### config.mk
export PLATFORM = sky130hd
export DESIGN_NAME = swr_sleep_wakeup_reset_cause
export DESIGN_NICKNAME = d
export VERILOG_FILES = /design/src/hw/swr_pkg.sv /design/src/hw/swr_pin_change.sv /design/src/hw/swr_sleep_wakeup_reset_cause.sv /design/src/hw/swr_watchdog.sv
export SDC_FILE = /design/constraint.sdc
export NUM_CORES = 1
export LEC_CHECK = 0
export BUFFER_PORTS_ARGS = -buffer_cell sky130_fd_sc_hd__buf_2
export CAP_MARGIN = 0
export CORE_ASPECT_RATIO = 0.7
export CORE_UTILIZATION = 56
export DETAILED_ROUTE_END_ITERATION = 6
export PLACE_DENSITY = 0.95
export SLEW_MARGIN = 15
export SYNTH_ARGS = -nofsm -noshare
export SYNTH_HDL_FRONTEND = slang
export SYNTH_SLANG_ARGS = --single-unit
### constraint.sdc
create_clock -name clock -period 4.7 [get_ports clock]
set_input_delay 0.705 -clock clock [delete_from_list [all_inputs] [get_ports clock]]
set_output_delay 0.705 -clock clock [all_outputs]
set_load 0.005 [all_outputs]
### src/hw/swr_pkg.sv
// Constants, field positions and carrier types for the sleep wake-up reset logic.
// Assumes one 100 MHz clock and a 32-bit classic Wishbone register bus.
package swr_pkg;

   // ------------------------------------------------------------
   // Register offsets (byte addresses)
   // ------------------------------------------------------------
   localparam int           ADDR_W        = 5;
   localparam logic [4:0]   ADDR_CTRL     = 5'h00;
   localparam logic [4:0]   ADDR_CFG      = 5'h04;
   localparam logic [4:0]   ADDR_STATUS   = 5'h08;
   localparam logic [4:0]   ADDR_PORT     = 5'h0c;
   localparam logic [4:0]   ADDR_IRQ_STAT = 5'h10;
   localparam logic [4:0]   ADDR_IRQ_MASK = 5'h14;
   localparam logic [4:0]   ADDR_STATE    = 5'h18;

   // ------------------------------------------------------------
   // Field positions
   // ------------------------------------------------------------
   localparam int           CTRL_SLEEP    = 0;
   localparam int           CTRL_CLRWDT   = 1;
   localparam int           CFG_MASTER_CLEAR_PIN_EN   = 0;
   localparam int           CFG_WDT_EN    = 1;
   localparam int           CFG_WOC_EN    = 2;
   localparam int           ST_PD_N       = 3;
   localparam int           ST_TO_N       = 4;
   localparam int           ST_PCWF       = 7;
   localparam int           PORT_P0       = 0;
   localparam int           PORT_P1       = 1;
   localparam int           PORT_P3       = 3;
   localparam int           IRQ_W         = 4;
   localparam int           IRQ_MASTER_CLEAR_PIN      = 0;
   localparam int           IRQ_WDT       = 1;
   localparam int           IRQ_PIN       = 2;
   localparam int           IRQ_SLEEP     = 3;
   localparam int           WAKE_PINS     = 3;

   // ------------------------------------------------------------
   // Reset values
   // ------------------------------------------------------------
   localparam logic [2:0]   CFG_RESET     = 3'h3;
   localparam logic [3:0]   MASK_RESET    = 4'h0;

   // ------------------------------------------------------------
   // Timing
   // ------------------------------------------------------------
   localparam int           CLK_MHZ       = 100;
   localparam int           WDT_PERIOD_US = 18000;
   localparam int           WDT_CYCLES    = WDT_PERIOD_US * CLK_MHZ;

   // ------------------------------------------------------------
   // Types
   // ------------------------------------------------------------
   typedef enum logic [1:0] {
      SWR_RUN   = 2'b01,
      SWR_SLEEP = 2'b10
   } swr_mode_e;

   typedef struct packed {
      logic woc_en;
      logic wdt_en;
      logic master_clear_pin_en;
   } swr_cfg_s;

   typedef struct packed {
      logic pin_change_wake_flag;
      logic watchdog_expiry_flag_n;
      logic sleep_entered_flag_n;
   } swr_flags_s;

endpackage : swr_pkg

### src/hw/swr_pin_change.sv
// Pin-change detector: compares pins against the value latched at the last capture.
// Assumes pins are synchronous to the clock.
`timescale 1ns/100ps
`default_nettype none
module swr_pin_change #(
   parameter int N = swr_pkg::WAKE_PINS
) (
   input  wire logic         clock,
   input  wire logic         resetn,
   input  wire logic [N-1:0] pins,
   input  wire logic         capture,
   output logic              mismatch
);
   typedef struct packed {
      logic [N-1:0] ref_val;
      logic         mismatch;
   } swr_pc_s;

   swr_pc_s      q_ff;
   swr_pc_s      nxt_q;
   logic [N-1:0] diff;

   genvar i;
   generate
      for (i = 0; i < N; i++) begin : g_bit
         assign diff[i] = pins[i] ^ q_ff.ref_val[i];
      end
   endgenerate

   always_comb begin
      nxt_q = q_ff;
      if (capture) begin
         nxt_q.ref_val  = pins;
         nxt_q.mismatch = 1'b0;
      end else begin
         // Sticky until the next capture, so re-entering sleep wakes at once
         nxt_q.mismatch = q_ff.mismatch | (|diff);
      end
   end

   always_ff @(posedge clock or negedge resetn) begin
      if (!resetn) begin
         q_ff <= '0;
      end else begin
         q_ff <= nxt_q;
      end
   end

   assign mismatch = q_ff.mismatch;
endmodule : swr_pin_change
`default_nettype wire

### src/hw/swr_sleep_wakeup_reset_cause.sv
// Sleep exit logic: watches wake sources, issues device reset, records the cause.
// Assumes a classic Wishbone master, synchronous port pins, resetn is power-on.
`timescale 1ns/100ps
`default_nettype none

// How it works
// [RL1] Wake on master clear when enabled
// [RL2] Wake on watchdog expiry when enabled
// [RL3] Wake on pin 0/1/3 change if enabled
// [RL4] Every wake issues full device reset
// [RL5] Watchdog time-out clears expiry flag
// [RL6] Power-up sets, sleep clears power-down flag
// [RL7] Pin change in sleep sets wake flag
// [RL8] Unread mismatch wakes at once on resleep
// [RL9] Waking clears the watchdog counter
// [RL10] Sleep clears watchdog, sets expiry flag, clears power-down flag, stops oscillator
// [RL11] Master clear awake keeps flags, clears pin-flag
// [RL12] Port access re-arms change reference
module swr_sleep_wakeup_reset_cause #(
   parameter int WDT_CYCLES = swr_pkg::WDT_CYCLES
) (
   input  wire logic        clock,
   input  wire logic        resetn,
   input  wire logic        wb_cyc_i,
   input  wire logic        wb_stb_i,
   input  wire logic        wb_we_i,
   input  wire logic [4:0]  wb_adr_i,
   input  wire logic [3:0]  wb_sel_i,
   input  wire logic [31:0] wb_dat_i,
   output logic      [31:0] wb_dat_o,
   output logic             wb_ack_o,
   input  wire logic        port_pin_0,
   input  wire logic        port_pin_1,
   input  wire logic        port_pin_3,
   output logic             device_reset,
   output logic             osc_driver_on,
   output logic             port_hold,
   output logic             sleeping,
   output logic             irq
);

   // ------------------------------------------------------------
   // State
   // ------------------------------------------------------------
   typedef struct packed {
      swr_pkg::swr_mode_e   mode;
      swr_pkg::swr_cfg_s    cfg;
      swr_pkg::swr_flags_s  flags;
      logic [swr_pkg::IRQ_W-1:0] irq_stat;
      logic [swr_pkg::IRQ_W-1:0] irq_mask;
      logic                 master_clear_pin_prev;
      logic                 ack;
      logic [31:0]          dat;
      logic                 dev_reset;
   } swr_state_s;

   swr_state_s q_ff;
   swr_state_s nxt_q;

   logic       access;
   logic       wr;
   logic       sleep_cmd;
   logic       clrwdt_cmd;
   logic       port_access;
   logic       master_clear_pin_low;
   logic       wdt_expire;
   logic       mismatch;
   logic       wake_master_clear_pin;
   logic       wake_wdt;
   logic       wake_pin;
   logic       wake;
   logic       wdt_clear;
   logic [2:0] pins;
   logic [swr_pkg::IRQ_W-1:0] events;

   assign pins = {port_pin_3, port_pin_1, port_pin_0};

   // ------------------------------------------------------------
   // Bus decode
   // ------------------------------------------------------------
   // Actions happen at the edge that raises ack, one per request
   assign access     = wb_cyc_i & wb_stb_i & ~q_ff.ack;
   assign wr         = access & wb_we_i & wb_sel_i[0];
   assign sleep_cmd  = wr && wb_adr_i == swr_pkg::ADDR_CTRL
                       && wb_dat_i[swr_pkg::CTRL_SLEEP]
                       && q_ff.mode == swr_pkg::SWR_RUN;
   assign clrwdt_cmd = wr && wb_adr_i == swr_pkg::ADDR_CTRL
                       && wb_dat_i[swr_pkg::CTRL_CLRWDT]
                       && q_ff.mode == swr_pkg::SWR_RUN;
   // [RL12] Any port access
   assign port_access = access && wb_adr_i == swr_pkg::ADDR_PORT;

   // ------------------------------------------------------------
   // Wake sources
   // ------------------------------------------------------------
   // Pin 3 doubles as the active-low master clear input
   assign master_clear_pin_low  = q_ff.cfg.master_clear_pin_en & ~port_pin_3;
   // [RL1] Master clear wake
   assign wake_master_clear_pin = q_ff.mode == swr_pkg::SWR_SLEEP && master_clear_pin_low;
   // [RL2] Watchdog wake
   assign wake_wdt  = q_ff.mode == swr_pkg::SWR_SLEEP && wdt_expire && !wake_master_clear_pin;
   // [RL3] [RL8] Pending mismatch wakes
   assign wake_pin  = q_ff.mode == swr_pkg::SWR_SLEEP && q_ff.cfg.woc_en
                      && mismatch && !wake_master_clear_pin && !wake_wdt;
   assign wake      = wake_master_clear_pin | wake_wdt | wake_pin;
   // [RL9] [RL10] Watchdog cleared on sleep and wake
   assign wdt_clear = sleep_cmd | clrwdt_cmd | wake;

   swr_watchdog #(
      .CYCLES (WDT_CYCLES)
   ) u_watchdog (
      .clock  (clock),
      .resetn (resetn),
      .enable (q_ff.cfg.wdt_en),
      .clear  (wdt_clear),
      .expire (wdt_expire)
   );

   swr_pin_change #(
      .N (swr_pkg::WAKE_PINS)
   ) u_pin_change (
      .clock    (clock),
      .resetn   (resetn),
      .pins     (pins),
      .capture  (port_access),
      .mismatch (mismatch)
   );

   // ------------------------------------------------------------
   // Next state
   // ------------------------------------------------------------
   always_comb begin
      nxt_q           = q_ff;
      nxt_q.ack       = access;
      nxt_q.dev_reset = 1'b0;
      nxt_q.master_clear_pin_prev = master_clear_pin_low;
      events          = '0;

      case (q_ff.mode)
         swr_pkg::SWR_RUN: begin
            if (master_clear_pin_low && !q_ff.master_clear_pin_prev) begin
               // [RL11] Awake master clear
               nxt_q.dev_reset                  = 1'b1;
               nxt_q.flags.pin_change_wake_flag = 1'b0;
               events[swr_pkg::IRQ_MASTER_CLEAR_PIN]        = 1'b1;
            end else if (wdt_expire) begin
               // [RL5] Awake time-out, power-down unchanged
               nxt_q.dev_reset                    = 1'b1;
               nxt_q.flags.watchdog_expiry_flag_n = 1'b0;
               nxt_q.flags.pin_change_wake_flag   = 1'b0;
               events[swr_pkg::IRQ_WDT]           = 1'b1;
            end else if (sleep_cmd) begin
               // [RL6] [RL10] Sleep entry
               nxt_q.mode                         = swr_pkg::SWR_SLEEP;
               nxt_q.flags.watchdog_expiry_flag_n = 1'b1;
               nxt_q.flags.sleep_entered_flag_n   = 1'b0;
               events[swr_pkg::IRQ_SLEEP]         = 1'b1;
            end else if (clrwdt_cmd) begin
               nxt_q.flags.watchdog_expiry_flag_n = 1'b1;
               nxt_q.flags.sleep_entered_flag_n   = 1'b1;
            end
         end
         swr_pkg::SWR_SLEEP: begin
            if (wake) begin
               // [RL4] Reset, never resume
               nxt_q.mode      = swr_pkg::SWR_RUN;
               nxt_q.dev_reset = 1'b1;
            end
            if (wake_master_clear_pin) begin
               nxt_q.flags.pin_change_wake_flag = 1'b0;
               events[swr_pkg::IRQ_MASTER_CLEAR_PIN]        = 1'b1;
            end
            if (wake_wdt) begin
               // [RL5] Time-out ends sleep
               nxt_q.flags.watchdog_expiry_flag_n = 1'b0;
               nxt_q.flags.pin_change_wake_flag   = 1'b0;
               events[swr_pkg::IRQ_WDT]           = 1'b1;
            end
            if (wake_pin) begin
               // [RL7] Pin change cause
               nxt_q.flags.pin_change_wake_flag   = 1'b1;
               nxt_q.flags.watchdog_expiry_flag_n = 1'b1;
               nxt_q.flags.sleep_entered_flag_n   = 1'b0;
               events[swr_pkg::IRQ_PIN]           = 1'b1;
            end
         end
         default: begin
            nxt_q.mode = swr_pkg::SWR_RUN;
         end
      endcase

      // Register writes; the mask and enables survive a device reset
      if (wr && wb_adr_i == swr_pkg::ADDR_CFG) begin
         nxt_q.cfg.master_clear_pin_en = wb_dat_i[swr_pkg::CFG_MASTER_CLEAR_PIN_EN];
         nxt_q.cfg.wdt_en  = wb_dat_i[swr_pkg::CFG_WDT_EN];
         nxt_q.cfg.woc_en  = wb_dat_i[swr_pkg::CFG_WOC_EN];
      end
      if (wr && wb_adr_i == swr_pkg::ADDR_IRQ_MASK) begin
         nxt_q.irq_mask = wb_dat_i[swr_pkg::IRQ_W-1:0];
      end

      // Read data, captured with the ack
      nxt_q.dat = '0;
      if (access && !wb_we_i) begin
         case (wb_adr_i)
            swr_pkg::ADDR_CFG: begin
               nxt_q.dat[swr_pkg::CFG_MASTER_CLEAR_PIN_EN] = q_ff.cfg.master_clear_pin_en;
               nxt_q.dat[swr_pkg::CFG_WDT_EN]  = q_ff.cfg.wdt_en;
               nxt_q.dat[swr_pkg::CFG_WOC_EN]  = q_ff.cfg.woc_en;
            end
            swr_pkg::ADDR_STATUS: begin
               nxt_q.dat[swr_pkg::ST_PCWF] = q_ff.flags.pin_change_wake_flag;
               nxt_q.dat[swr_pkg::ST_TO_N] = q_ff.flags.watchdog_expiry_flag_n;
               nxt_q.dat[swr_pkg::ST_PD_N] = q_ff.flags.sleep_entered_flag_n;
            end
            swr_pkg::ADDR_PORT: begin
               nxt_q.dat[swr_pkg::PORT_P0] = port_pin_0;
               nxt_q.dat[swr_pkg::PORT_P1] = port_pin_1;
               nxt_q.dat[swr_pkg::PORT_P3] = port_pin_3;
            end
            swr_pkg::ADDR_IRQ_STAT: begin
               nxt_q.dat[swr_pkg::IRQ_W-1:0] = q_ff.irq_stat;
            end
            swr_pkg::ADDR_IRQ_MASK: begin
               nxt_q.dat[swr_pkg::IRQ_W-1:0] = q_ff.irq_mask;
            end
            swr_pkg::ADDR_STATE: begin
               nxt_q.dat[1:0] = q_ff.mode;
               nxt_q.dat[2]   = mismatch;
            end
            default: begin
               nxt_q.dat = '0;
            end
         endcase
      end

      // Read clears sticky bits; an event in the same cycle still lands
      if (access && !wb_we_i && wb_adr_i == swr_pkg::ADDR_IRQ_STAT) begin
         nxt_q.irq_stat = events;
      end else begin
         nxt_q.irq_stat = q_ff.irq_stat | events;
      end
   end

   // ------------------------------------------------------------
   // Registers
   // ------------------------------------------------------------
   always_ff @(posedge clock or negedge resetn) begin
      if (!resetn) begin
         q_ff.mode      <= swr_pkg::SWR_RUN;
         q_ff.cfg       <= swr_pkg::CFG_RESET;
         // [RL6] Power-up flag values
         q_ff.flags     <= 3'b011;
         q_ff.irq_stat  <= '0;
         q_ff.irq_mask  <= swr_pkg::MASK_RESET;
         q_ff.master_clear_pin_prev <= 1'b0;
         q_ff.ack       <= 1'b0;
         q_ff.dat       <= '0;
         q_ff.dev_reset <= 1'b0;
      end else begin
         q_ff <= nxt_q;
      end
   end

   // ------------------------------------------------------------
   // Outputs
   // ------------------------------------------------------------
   assign wb_ack_o      = q_ff.ack;
   assign wb_dat_o      = q_ff.dat;
   assign device_reset  = q_ff.dev_reset;
   assign sleeping      = q_ff.mode == swr_pkg::SWR_SLEEP;
   // [RL10] Oscillator off, ports held
   assign osc_driver_on = ~sleeping;
   assign port_hold     = sleeping;
   assign irq           = |(q_ff.irq_stat & q_ff.irq_mask);

endmodule : swr_sleep_wakeup_reset_cause
`default_nettype wire

### src/hw/swr_watchdog.sv
// Watchdog counter: counts clock cycles while enabled, pulses on expiry.
// Assumes the owner clears it on sleep, on a clear command and on wake.
`timescale 1ns/100ps
`default_nettype none
module swr_watchdog #(
   parameter int CYCLES = swr_pkg::WDT_CYCLES
) (
   input  wire logic clock,
   input  wire logic resetn,
   input  wire logic enable,
   input  wire logic clear,
   output logic      expire
);
   localparam int CW = $clog2(CYCLES + 1);
   localparam logic [CW-1:0] LAST = CW'(CYCLES - 1);

   typedef struct packed {
      logic [CW-1:0] cnt;
      logic          expire;
   } swr_wdt_s;

   swr_wdt_s q_ff;
   swr_wdt_s nxt_q;

   always_comb begin
      nxt_q        = q_ff;
      nxt_q.expire = 1'b0;
      if (clear || !enable) begin
         nxt_q.cnt = '0;
      end else if (q_ff.cnt == LAST) begin
         nxt_q.cnt    = '0;
         nxt_q.expire = 1'b1;
      end else begin
         nxt_q.cnt = q_ff.cnt + CW'(1);
      end
   end

   always_ff @(posedge clock or negedge resetn) begin
      if (!resetn) begin
         q_ff <= '0;
      end else begin
         q_ff <= nxt_q;
      end
   end

   assign expire = q_ff.expire;
endmodule : swr_watchdog
`default_nettype wire

* Word level (Yosys, flattened, before mapping)
Cells that the tools add are included.
** Word-level totals
- Bits in registers :: 77
- Latch bits :: 0
- Bits in writable memories :: 0
- ROM bits :: 0
- Input bits :: 49
- Output and inout port bits :: 38
- Memories kept :: 0
** Cells by class
- Add/sub/neg operators :: 1
- Multiply operators :: 0
- Div/mod/pow operators :: 0
- $lt $le $gt $ge :: 0
- Eq/ne operators :: 19
- Shift-type cells :: 0
- Mux-type cells :: 43
- Bitwise gates (word level) :: 18
- Reductions and logical operators :: 32
** Operators by type and width (count)
- 21-bit two-way mux :: 2
- 1-bit two-way mux :: 23
- 21-bit by 1-bit adder with 21-bit output (second input constant) :: 1
- 21-bit equality test (second input constant) :: 1
- 1-bit logical AND :: 18
- 2-bit two-way mux :: 8
- 5-bit equality test (second input constant) :: 3
- 5-bit by 4-bit equality test with 1-bit output (second input constant) :: 2
- 2-bit one-hot mux with 5 select lines :: 1
- 8-bit two-way mux :: 1
- 1-bit one-hot mux with 4 select lines :: 2
- 2-bit one-hot mux with 2 select lines :: 2
- 4-bit AND reduction :: 2
- 2-bit inequality test (second input constant) :: 3
- 3-bit by 1-bit inequality test with 1-bit output (second input constant) :: 2
- 3-bit one-hot mux with 2 select lines :: 1
- 1-bit AND :: 5
- 5-bit by 3-bit equality test with 1-bit output (second input constant) :: 1
- 1-bit logical NOT :: 5
- 5-bit logical NOT :: 1
- 1-bit bitwise OR :: 5
- 5-bit AND reduction :: 1
- 4-bit AND :: 1
- 4-bit two-way mux :: 1
- other kinds (16) :: 21

* Depth between registers and ports, before layout
Gate-level depths: netlist of run 1.
- Depth in word-level cells :: 13
- Depth in mapped cells :: 8
- Depth with buffers taken out :: 6

* By module
From an unflattened synthesis of run 1, not the netlist that was laid out.
** Second synthesis, totals
- Cell total of the unflattened synthesis :: 300
- Area, all modules :: 3009.1 µm²
** By module, submodules not included
- swr_sleep_wakeup_reset_cause :: times used 1, cells each 177, area an instance 1722.9 µm²
- swr_watchdog :: times used 1, cells each 111, area an instance 1113.6 µm²
- swr_pin_change :: times used 1, cells each 12, area an instance 172.7 µm²

* Worst setup path after synthesis of run 1
No wires, ideal clock.
- Path type :: input-to-reg
- From :: in wb_adr_i[3]
- To :: reg q_ff[48] in the netlist's numbering
- Setup time :: 0.125 ns
- Arrival :: 2.021 ns
- Data required time :: 4.575 ns
- Path slack :: 2.554 ns
- Cell stages on the path :: 4
- Buffers on the path :: 1
- Cell sequence :: clkbuf_1 nor4b_1 and3_1 mux2_2
** On the way
- Word-level cells in the longest chain between the ends :: 2
** RTL lines
- start, declared :: line swr_sleep_wakeup_reset_cause.sv:27 : input wire logic [4:0] wb_adr_i,
- 5-bit by 3-bit equality test with 1-bit output :: line swr_sleep_wakeup_reset_cause.sv:193 : if (wr && wb_adr_i == swr_pkg::ADDR_CFG) begin
- 1-bit logical AND :: line swr_sleep_wakeup_reset_cause.sv:193
- end signal, assigned :: line swr_sleep_wakeup_reset_cause.sv:261 : q_ff <= nxt_q;
- end, declared :: line swr_sleep_wakeup_reset_cause.sv:57 : swr_state_s q_ff;
No other way between the ends.
A chain may end at the register's enable or synchronous reset.

==> impl_metrics.py, run 1 <==
metrics = {
    "run_status": {
        "status": "finished clean",
    },
    "grt": {
        "grt.total_usage": 0.229,
        "grt_antenna_before_repair": 0,
        "grt_start_max_net_pins": 52,
        "grt_pass1_wl_um": 9590,
        "grt_pass1_vias": 1943,
        "overflow": 0,
    },
    "yosys": {
        "async_reset_ff_frac": 1.00,
        "ys_seq_elements": 51,
        "synthCells": 288,
        "postSynthAreaPerCell_sq_um": 10.0,
        "yosysWarnings": 0,
        "ys.flop_type": "dfrtp_1",
        "synth_cell_types": 49,
        "ys_seq_area_frac": 0.444,
        "synthesis.area_sq_mm": 0.00289,
        "synth_edf_count": 0,
    },
    "pwr": {
        "power.share.sequential": 0.580,
        "intPower_uw": 607,
        "leakage_nw": 1.34,
        "swShare": 0.266,
        "power.share.clock": 0.324,
        "power_density_mw_per_mm2": 273,
        "switching_power_uw": 220,
        "power_frac_comb": 0.096,
        "ir_drop_mv": 0.118,
    },
    "worst_setup_path": {
        "endpoint_kind": "flip-flop",
        "required_ps": 4860,
        "critPathKind": "flip-flop to flip-flop",
        "crit_path_start_kind": "flip-flop",
        "crit_fanout": 13,
        "rrSetupSlack_ps": 2090,
        "critPathArrivalTime_ps": 2770,
    },
    "detailed_routing": {
        "vias": 2208,
        "via_per_inst": 5.86,
        "drc": 0,
        "dr.pass1.iters": 5,
        "ant_nets": 0,
        "wl_um": 5780,
        "wl_per_cell_um": 15.3,
        "drt_iter0_drc": 278,
    },
    "clock_tree": {
        "cts_hold_buf": 0,
        "cts_tree": "built",
        "clk_latency_ps": 320,
        "numClockSinks": 51,
        "root_buffer": "clkbuf_8",
        "htree_levels": 2,
        "cts_buffer_depth": 2,
        "cts_setup_buffers": 0,
        "cts_resized": 0,
        "cts_inserted_buffers": 5,
        "clk_pin_slew_ps": 90,
    },
    "finish": {
        "drive_above_1_share": 0.205,
        "layoutNonFillerInstCount": 377,
        "final_core_util": 0.624,
        "nNetsFinal": 359,
        "insertedDiodeCount": 0,
        "final_cell_area_sq_mm": 0.00303,
        "syn_to_final_growth_pct": 4.89,
        "fillers": 383,
    },
    "sta": {
        "min_period_over_period": 0.556,
        "fin_setup_tns_ps": 0,
        "slew_headroom": 0.370,
        "worst_pin_slew_ps": 937,
        "final-setup-viol-count": 0,
        "fin_skew_ps": 10.4,
        "rsz0062_at_grt": "no",
        "finalHoldViolations": 0,
        "final_max_slew_viol_count": 0,
        "fmax_mhz": 383,
        "min_period_ps": 2610,
    },
    "job": {
        "cap_violations": 0,
    },
    "placement": {
        "numPlacedInstances": 369,
        "dp_hpwl_um": 4190,
        "placed_area_sq_mm": 0.00293,
        "finalWeightedCongestion": 0.909,
        "port_buffers": 29,
    },
    "floorplan": {
        "dieArea_sq_mm": 0.00546,
        "die_h_um": 62.1,
        "io_pins": 87,
        "start_util": 0.595,
        "row_count": 21,
        "die_w_um": 87.9,
        "core-area_sq_mm": 0.00486,
    },
    "worst_hold_path": {
        "hold_class": "input pin to async pin",
    },
}
-- flip-flops by register name, indices dropped and copies added (netlist names) --
name                   cells
u_watchdog.expire          1
wb_dat_o                   6
device_reset               1
q_ff                      17
wb_ack_o                   1
u_watchdog.q_ff           21
u_pin_change.mismatch      1
u_pin_change.q_ff          3
-- layout make-up --
cell class                      instances  area, sq um  share of cell area
Clock buffer                            5         68.8              0.0227
Clock inverter                          3         26.3             0.00867
Inverter                               11         41.3              0.0136
Multi-Input combinational cell        208         1370               0.452
Sequential cell                        51         1280               0.423
Tap cell                               69         86.3              0.0285
Timing Repair Buffer                   30          155              0.0512
-- worst paths after layout --
kind	start	endpoint	depth (start not counted)
max reg2reg	u_watchdog.q_ff[1]	u_watchdog.q_ff[7]	6
max in group asynchronous	resetn	q_ff[39]	1
max	u_watchdog.q_ff[1]	u_watchdog.q_ff[7]	6
min in group clock	q_ff[45]	wb_dat_o[7]	1
min	resetn	u_watchdog.q_ff[18]	1
min reg2reg	q_ff[45]	wb_dat_o[7]	1
-- routing by layer --
layer  track usage  vias up  wire, um  share of wire
met5             0        -         0              0
met4        0.0779        0        99          0.017
met3        0.0519       12       469          0.081
met2         0.319      121      2520           0.44
met1         0.348     1045      2690           0.46
li1              -     1030         -              -
-- synth_stat cells (4+ instances only) --
library cell,instances,area share
xnor2_1,8,0.024
clkbuf_1,7,0.0091
nor2_1,8,0.010
dfstp_2,5,0.045
o2bb2ai_1,4,0.012
or3_1,6,0.013
nor4_1,5,0.011
inv_1,11,0.014
o21ai_0,8,0.014
a21oi_1,7,0.012
xor2_1,6,0.018
and2_1,5,0.011
nand2_1,10,0.013
a32oi_1,4,0.012
buf_4,33,0.086
dfrtp_1,46,0.40
o31ai_1,4,0.010
mux2_2,13,0.051
nand3_1,14,0.024
nor3_1,15,0.026
nand4_1,5,0.011
nor2b_1,5,0.011
and3_1,8,0.017
a211oi_1,8,0.021
-- cell families (layout without fill, tap and decap cells) --
group	after synthesis	after routing	synth area share
adder cells (fa/ha/maj)	3	3	0.0130
multiplexers	15	15	0.0576
AND/OR/NAND/NOR	100	100	0.202
flip-flops	51	51	0.444
buffers and inverters	54	49	0.114
other	1	26	0.00130
AO/OA/AOI/OAI	50	50	0.126
XOR/XNOR	14	14	0.0424
-- through the flow --
stage                     power (mW)  setup WS [ps]  hold slack (ps)
after floorplan                0.548           2550              409
after detailed placement       0.566           1920              490
after global routing           0.868           1890              442
final                          0.827           2090              386
after CTS                      0.832           2110              506
after global placement         0.561           2040              475
-- cells in the final DEF (no fill, tap or decap), types with 7 or more instances in the layout --
cell      Yosys  final
nor2_1        8      8
a21oi_1       7      7
nand3_1      14     14
and3_1        8      8
mux2_2       13     13
nand2_1      10     10
o21ai_0       8      8
nor3_1       15     15
inv_1        11     11
buf_2         3     28
a211oi_1      8      8
conb_1        1     26
xnor2_1       8      8
dfrtp_1      46     46
-- power groups by stage --
stage | Clock (mW) | Combinational, mW | Sequential [mW]
after floorplan | 0 | 0.0657 | 0.482
after global placement | 0 | 0.0752 | 0.486
after detailed placement | 0 | 0.0779 | 0.488
after CTS | 0.274 | 0.0785 | 0.479
after global routing | 0.296 | 0.0891 | 0.482
final | 0.268 | 0.0791 | 0.480
-- worst max-delay path: stages (launching register included) --
cell and delay, ps:
dfrtp_1 400, ha_1 220, nand4_1 220, or2_2 370, nor4_2 840, buf_4 330, nor3_1 80
(Power assumes the default switching activity.)
==> run 2: changes to the inputs <==
Settings changed: CORE_UTILIZATION 56 to 47, PLACE_DENSITY 0.95 to 0.86.
Clock period 4.7 ns to 2.2 ns, I/O delays scaled along.
==> run 2 against run 1 <==
Compared with the run above: clock power up 110%; via count is essentially flat; final cell count up 4.0%; sequential share of layout area decreased by 1.3 points; total power is 110% higher; critical path depth grew 1; die area is 19% higher; global-route usage shrank 3.3 points; non-clock buffer count grew 9; utilization down 8.6 points; worst setup slack got worse by 2000 ps.
==> impl_metrics.py, run 2 (synthesis gave the netlist of run 1 again) <==
metrics = {
    "run_status": {
        "status": "finished clean",
    },
    "sta": {
        "fmax_mhz": 467,
        "min_period_ps": 2140,
        "final-setup-viol-count": 0,
        "fin_skew_ps": 4.71,
        "final_max_slew_viol_count": 0,
        "finalHoldViolations": 0,
        "fin_setup_tns_ps": 0,
        "min_period_over_period": 0.973,
    },
    "detailed_routing": {
        "dr.pass1.iters": 4,
        "wl_um": 5950,
        "drc": 0,
        "via_per_inst": 5.63,
        "drt_iter0_drc": 142,
        "vias": 2206,
        "wl_per_cell_um": 15.2,
        "ant_nets": 0,
    },
    "clock_tree": {
        "cts_tree": "built",
        "htree_levels": 2,
        "numClockSinks": 51,
        "root_buffer": "clkbuf_8",
        "clk_latency_ps": 310,
        "cts_buffer_depth": 2,
        "cts_inserted_buffers": 5,
        "cts_setup_buffers": 0,
        "clk_pin_slew_ps": 100,
    },
    "pwr": {
        "power_density_mw_per_mm2": 564,
        "switching_power_uw": 462,
        "power.share.sequential": 0.582,
        "power.share.clock": 0.316,
        "power_frac_comb": 0.102,
        "leakage_nw": 1.39,
        "ir_drop_mv": 0.234,
        "swShare": 0.262,
        "fin_total_pwr_mw": 1.76,
        "intPower_mw": 1.30,
    },
    "finish": {
        "drive_above_1_share": 0.227,
        "layout_common_cells": "dfrtp_1, buf_2, conb_1",
        "final_common_cell": "dfrtp_1",
        "insertedDiodeCount": 0,
        "fillers": 510,
        "final_core_util": 0.537,
        "nNetsFinal": 368,
        "largest_reg_flops": 21,
        "syn_to_final_growth_pct": 8.10,
        "seqCellArea_sq_mm": 0.00128,
        "multi_input_area_sq_mm": 0.00138,
        "top_register": "u_watchdog.q_ff",
    },
    "grt": {
        "grt_antenna_before_repair": 0,
        "grt_pass1_vias": 1967,
        "overflow": 0,
        "grt.total_usage": 0.195,
        "grt_pass1_wl_um": 9470,
        "grt_start_max_net_pins": 52,
    },
    "worst_setup_path": {
        "rrSetupSlack_ps": 60,
        "endpoint_kind": "flip-flop",
        "max_stage_delay_ps": 390,
        "crit_fanout": 18,
        "crit_slowest_cell": "dfrtp_1",
        "critPathKind": "flip-flop to flip-flop",
        "required_ps": 2450,
        "critPathArrivalTime_ps": 2390,
        "crit_path_start_kind": "flip-flop",
        "worstPathCellList": "ha_1, nand4_1, buf_4, or2_2, nor4_2, buf_6, nor2b_1",
    },
    "floorplan": {
        "die_h_um": 67.6,
        "die_w_um": 95.7,
        "core-area_sq_mm": 0.00581,
        "io_pins": 87,
        "start_util": 0.497,
        "dieArea_sq_mm": 0.00647,
        "row_count": 23,
    },
    "job": {
        "cap_violations": 0,
    },
    "placement": {
        "port_buffers": 29,
        "finalWeightedCongestion": 0.921,
        "dp_hpwl_um": 4350,
    },
    "worst_hold_path": {
        "hold_class": "input pin to flip-flop",
    },
}
run 2: path summary, 6_finish.rpt:
check / from / endpoint / depth (start not counted)
worst max register to register: u_watchdog.q_ff[1] / u_watchdog.expire / 7
worst min register to register: u_watchdog.q_ff[1] / u_watchdog.q_ff[1] / 1
worst min-delay path: wb_dat_i[3] / q_ff[38] / 2
min in group asynchronous: resetn / u_watchdog.q_ff[18] / 3
worst max-delay path: u_watchdog.q_ff[1] / u_watchdog.expire / 7
max in group asynchronous: resetn / q_ff[49] / 3
run 2: final cells by class:
type                            instances  area share
Clock buffer                            5      0.0220
Sequential cell                        51       0.410
Clock inverter                          3     0.00721
Timing Repair Buffer                   39      0.0765
Multi-Input combinational cell        208       0.441
Tap cell                               75      0.0300
Inverter                               11      0.0132
run 2: repair_timing:
action	CTS	global route
setup endpoints to repair	0	1
hold endpoints to repair	30	0
hold buffers	1	0
resized for setup	0	2
run 2: per-layer routing:
metal,track usage,vias to the layer above,wire [um]
li1,-,1045,-
met5,0,-,0
met4,0.0840,0,121
met2,0.287,64,2780
met3,0.0315,13,251
met1,0.285,1084,2800
run 2: worst max-delay path: cells and delay by family, from the launching register on:
kind	cells	cell delay (ps)
flip-flops	1	390
buffers and inverters	2	450
adder cells (fa/ha/maj)	1	220
AND/OR/NAND/NOR	4	1010
run 2: power groups by stage:
stage / combinational (mW) / clock [mW] / sequential (mW)
after floorplan: 0.140 / 0 / 1.03
after global placement: 0.170 / 0 / 1.04
after detailed placement: 0.177 / 0 / 1.04
after CTS: 0.179 / 0.572 / 1.02
after global routing: 0.204 / 0.603 / 1.03
final: 0.179 / 0.557 / 1.02
run 2: per-stage QoR:
stage | setup slack (ps) | hold WS (ps) | instance area, sq um | std cells
2_1_floorplan | 174 | 34.4 | 2980 | 313
3_3_place_gp | 200 | 338 | 3010 | 383
3_5_place_dp | 101 | 340 | 3010 | 383
4_1_cts | 66.9 | 249 | 3120 | 392
5_1_grt | -48.9 | 260 | 3120 | 392
6_report | 58.3 | 260 | 3120 | 392
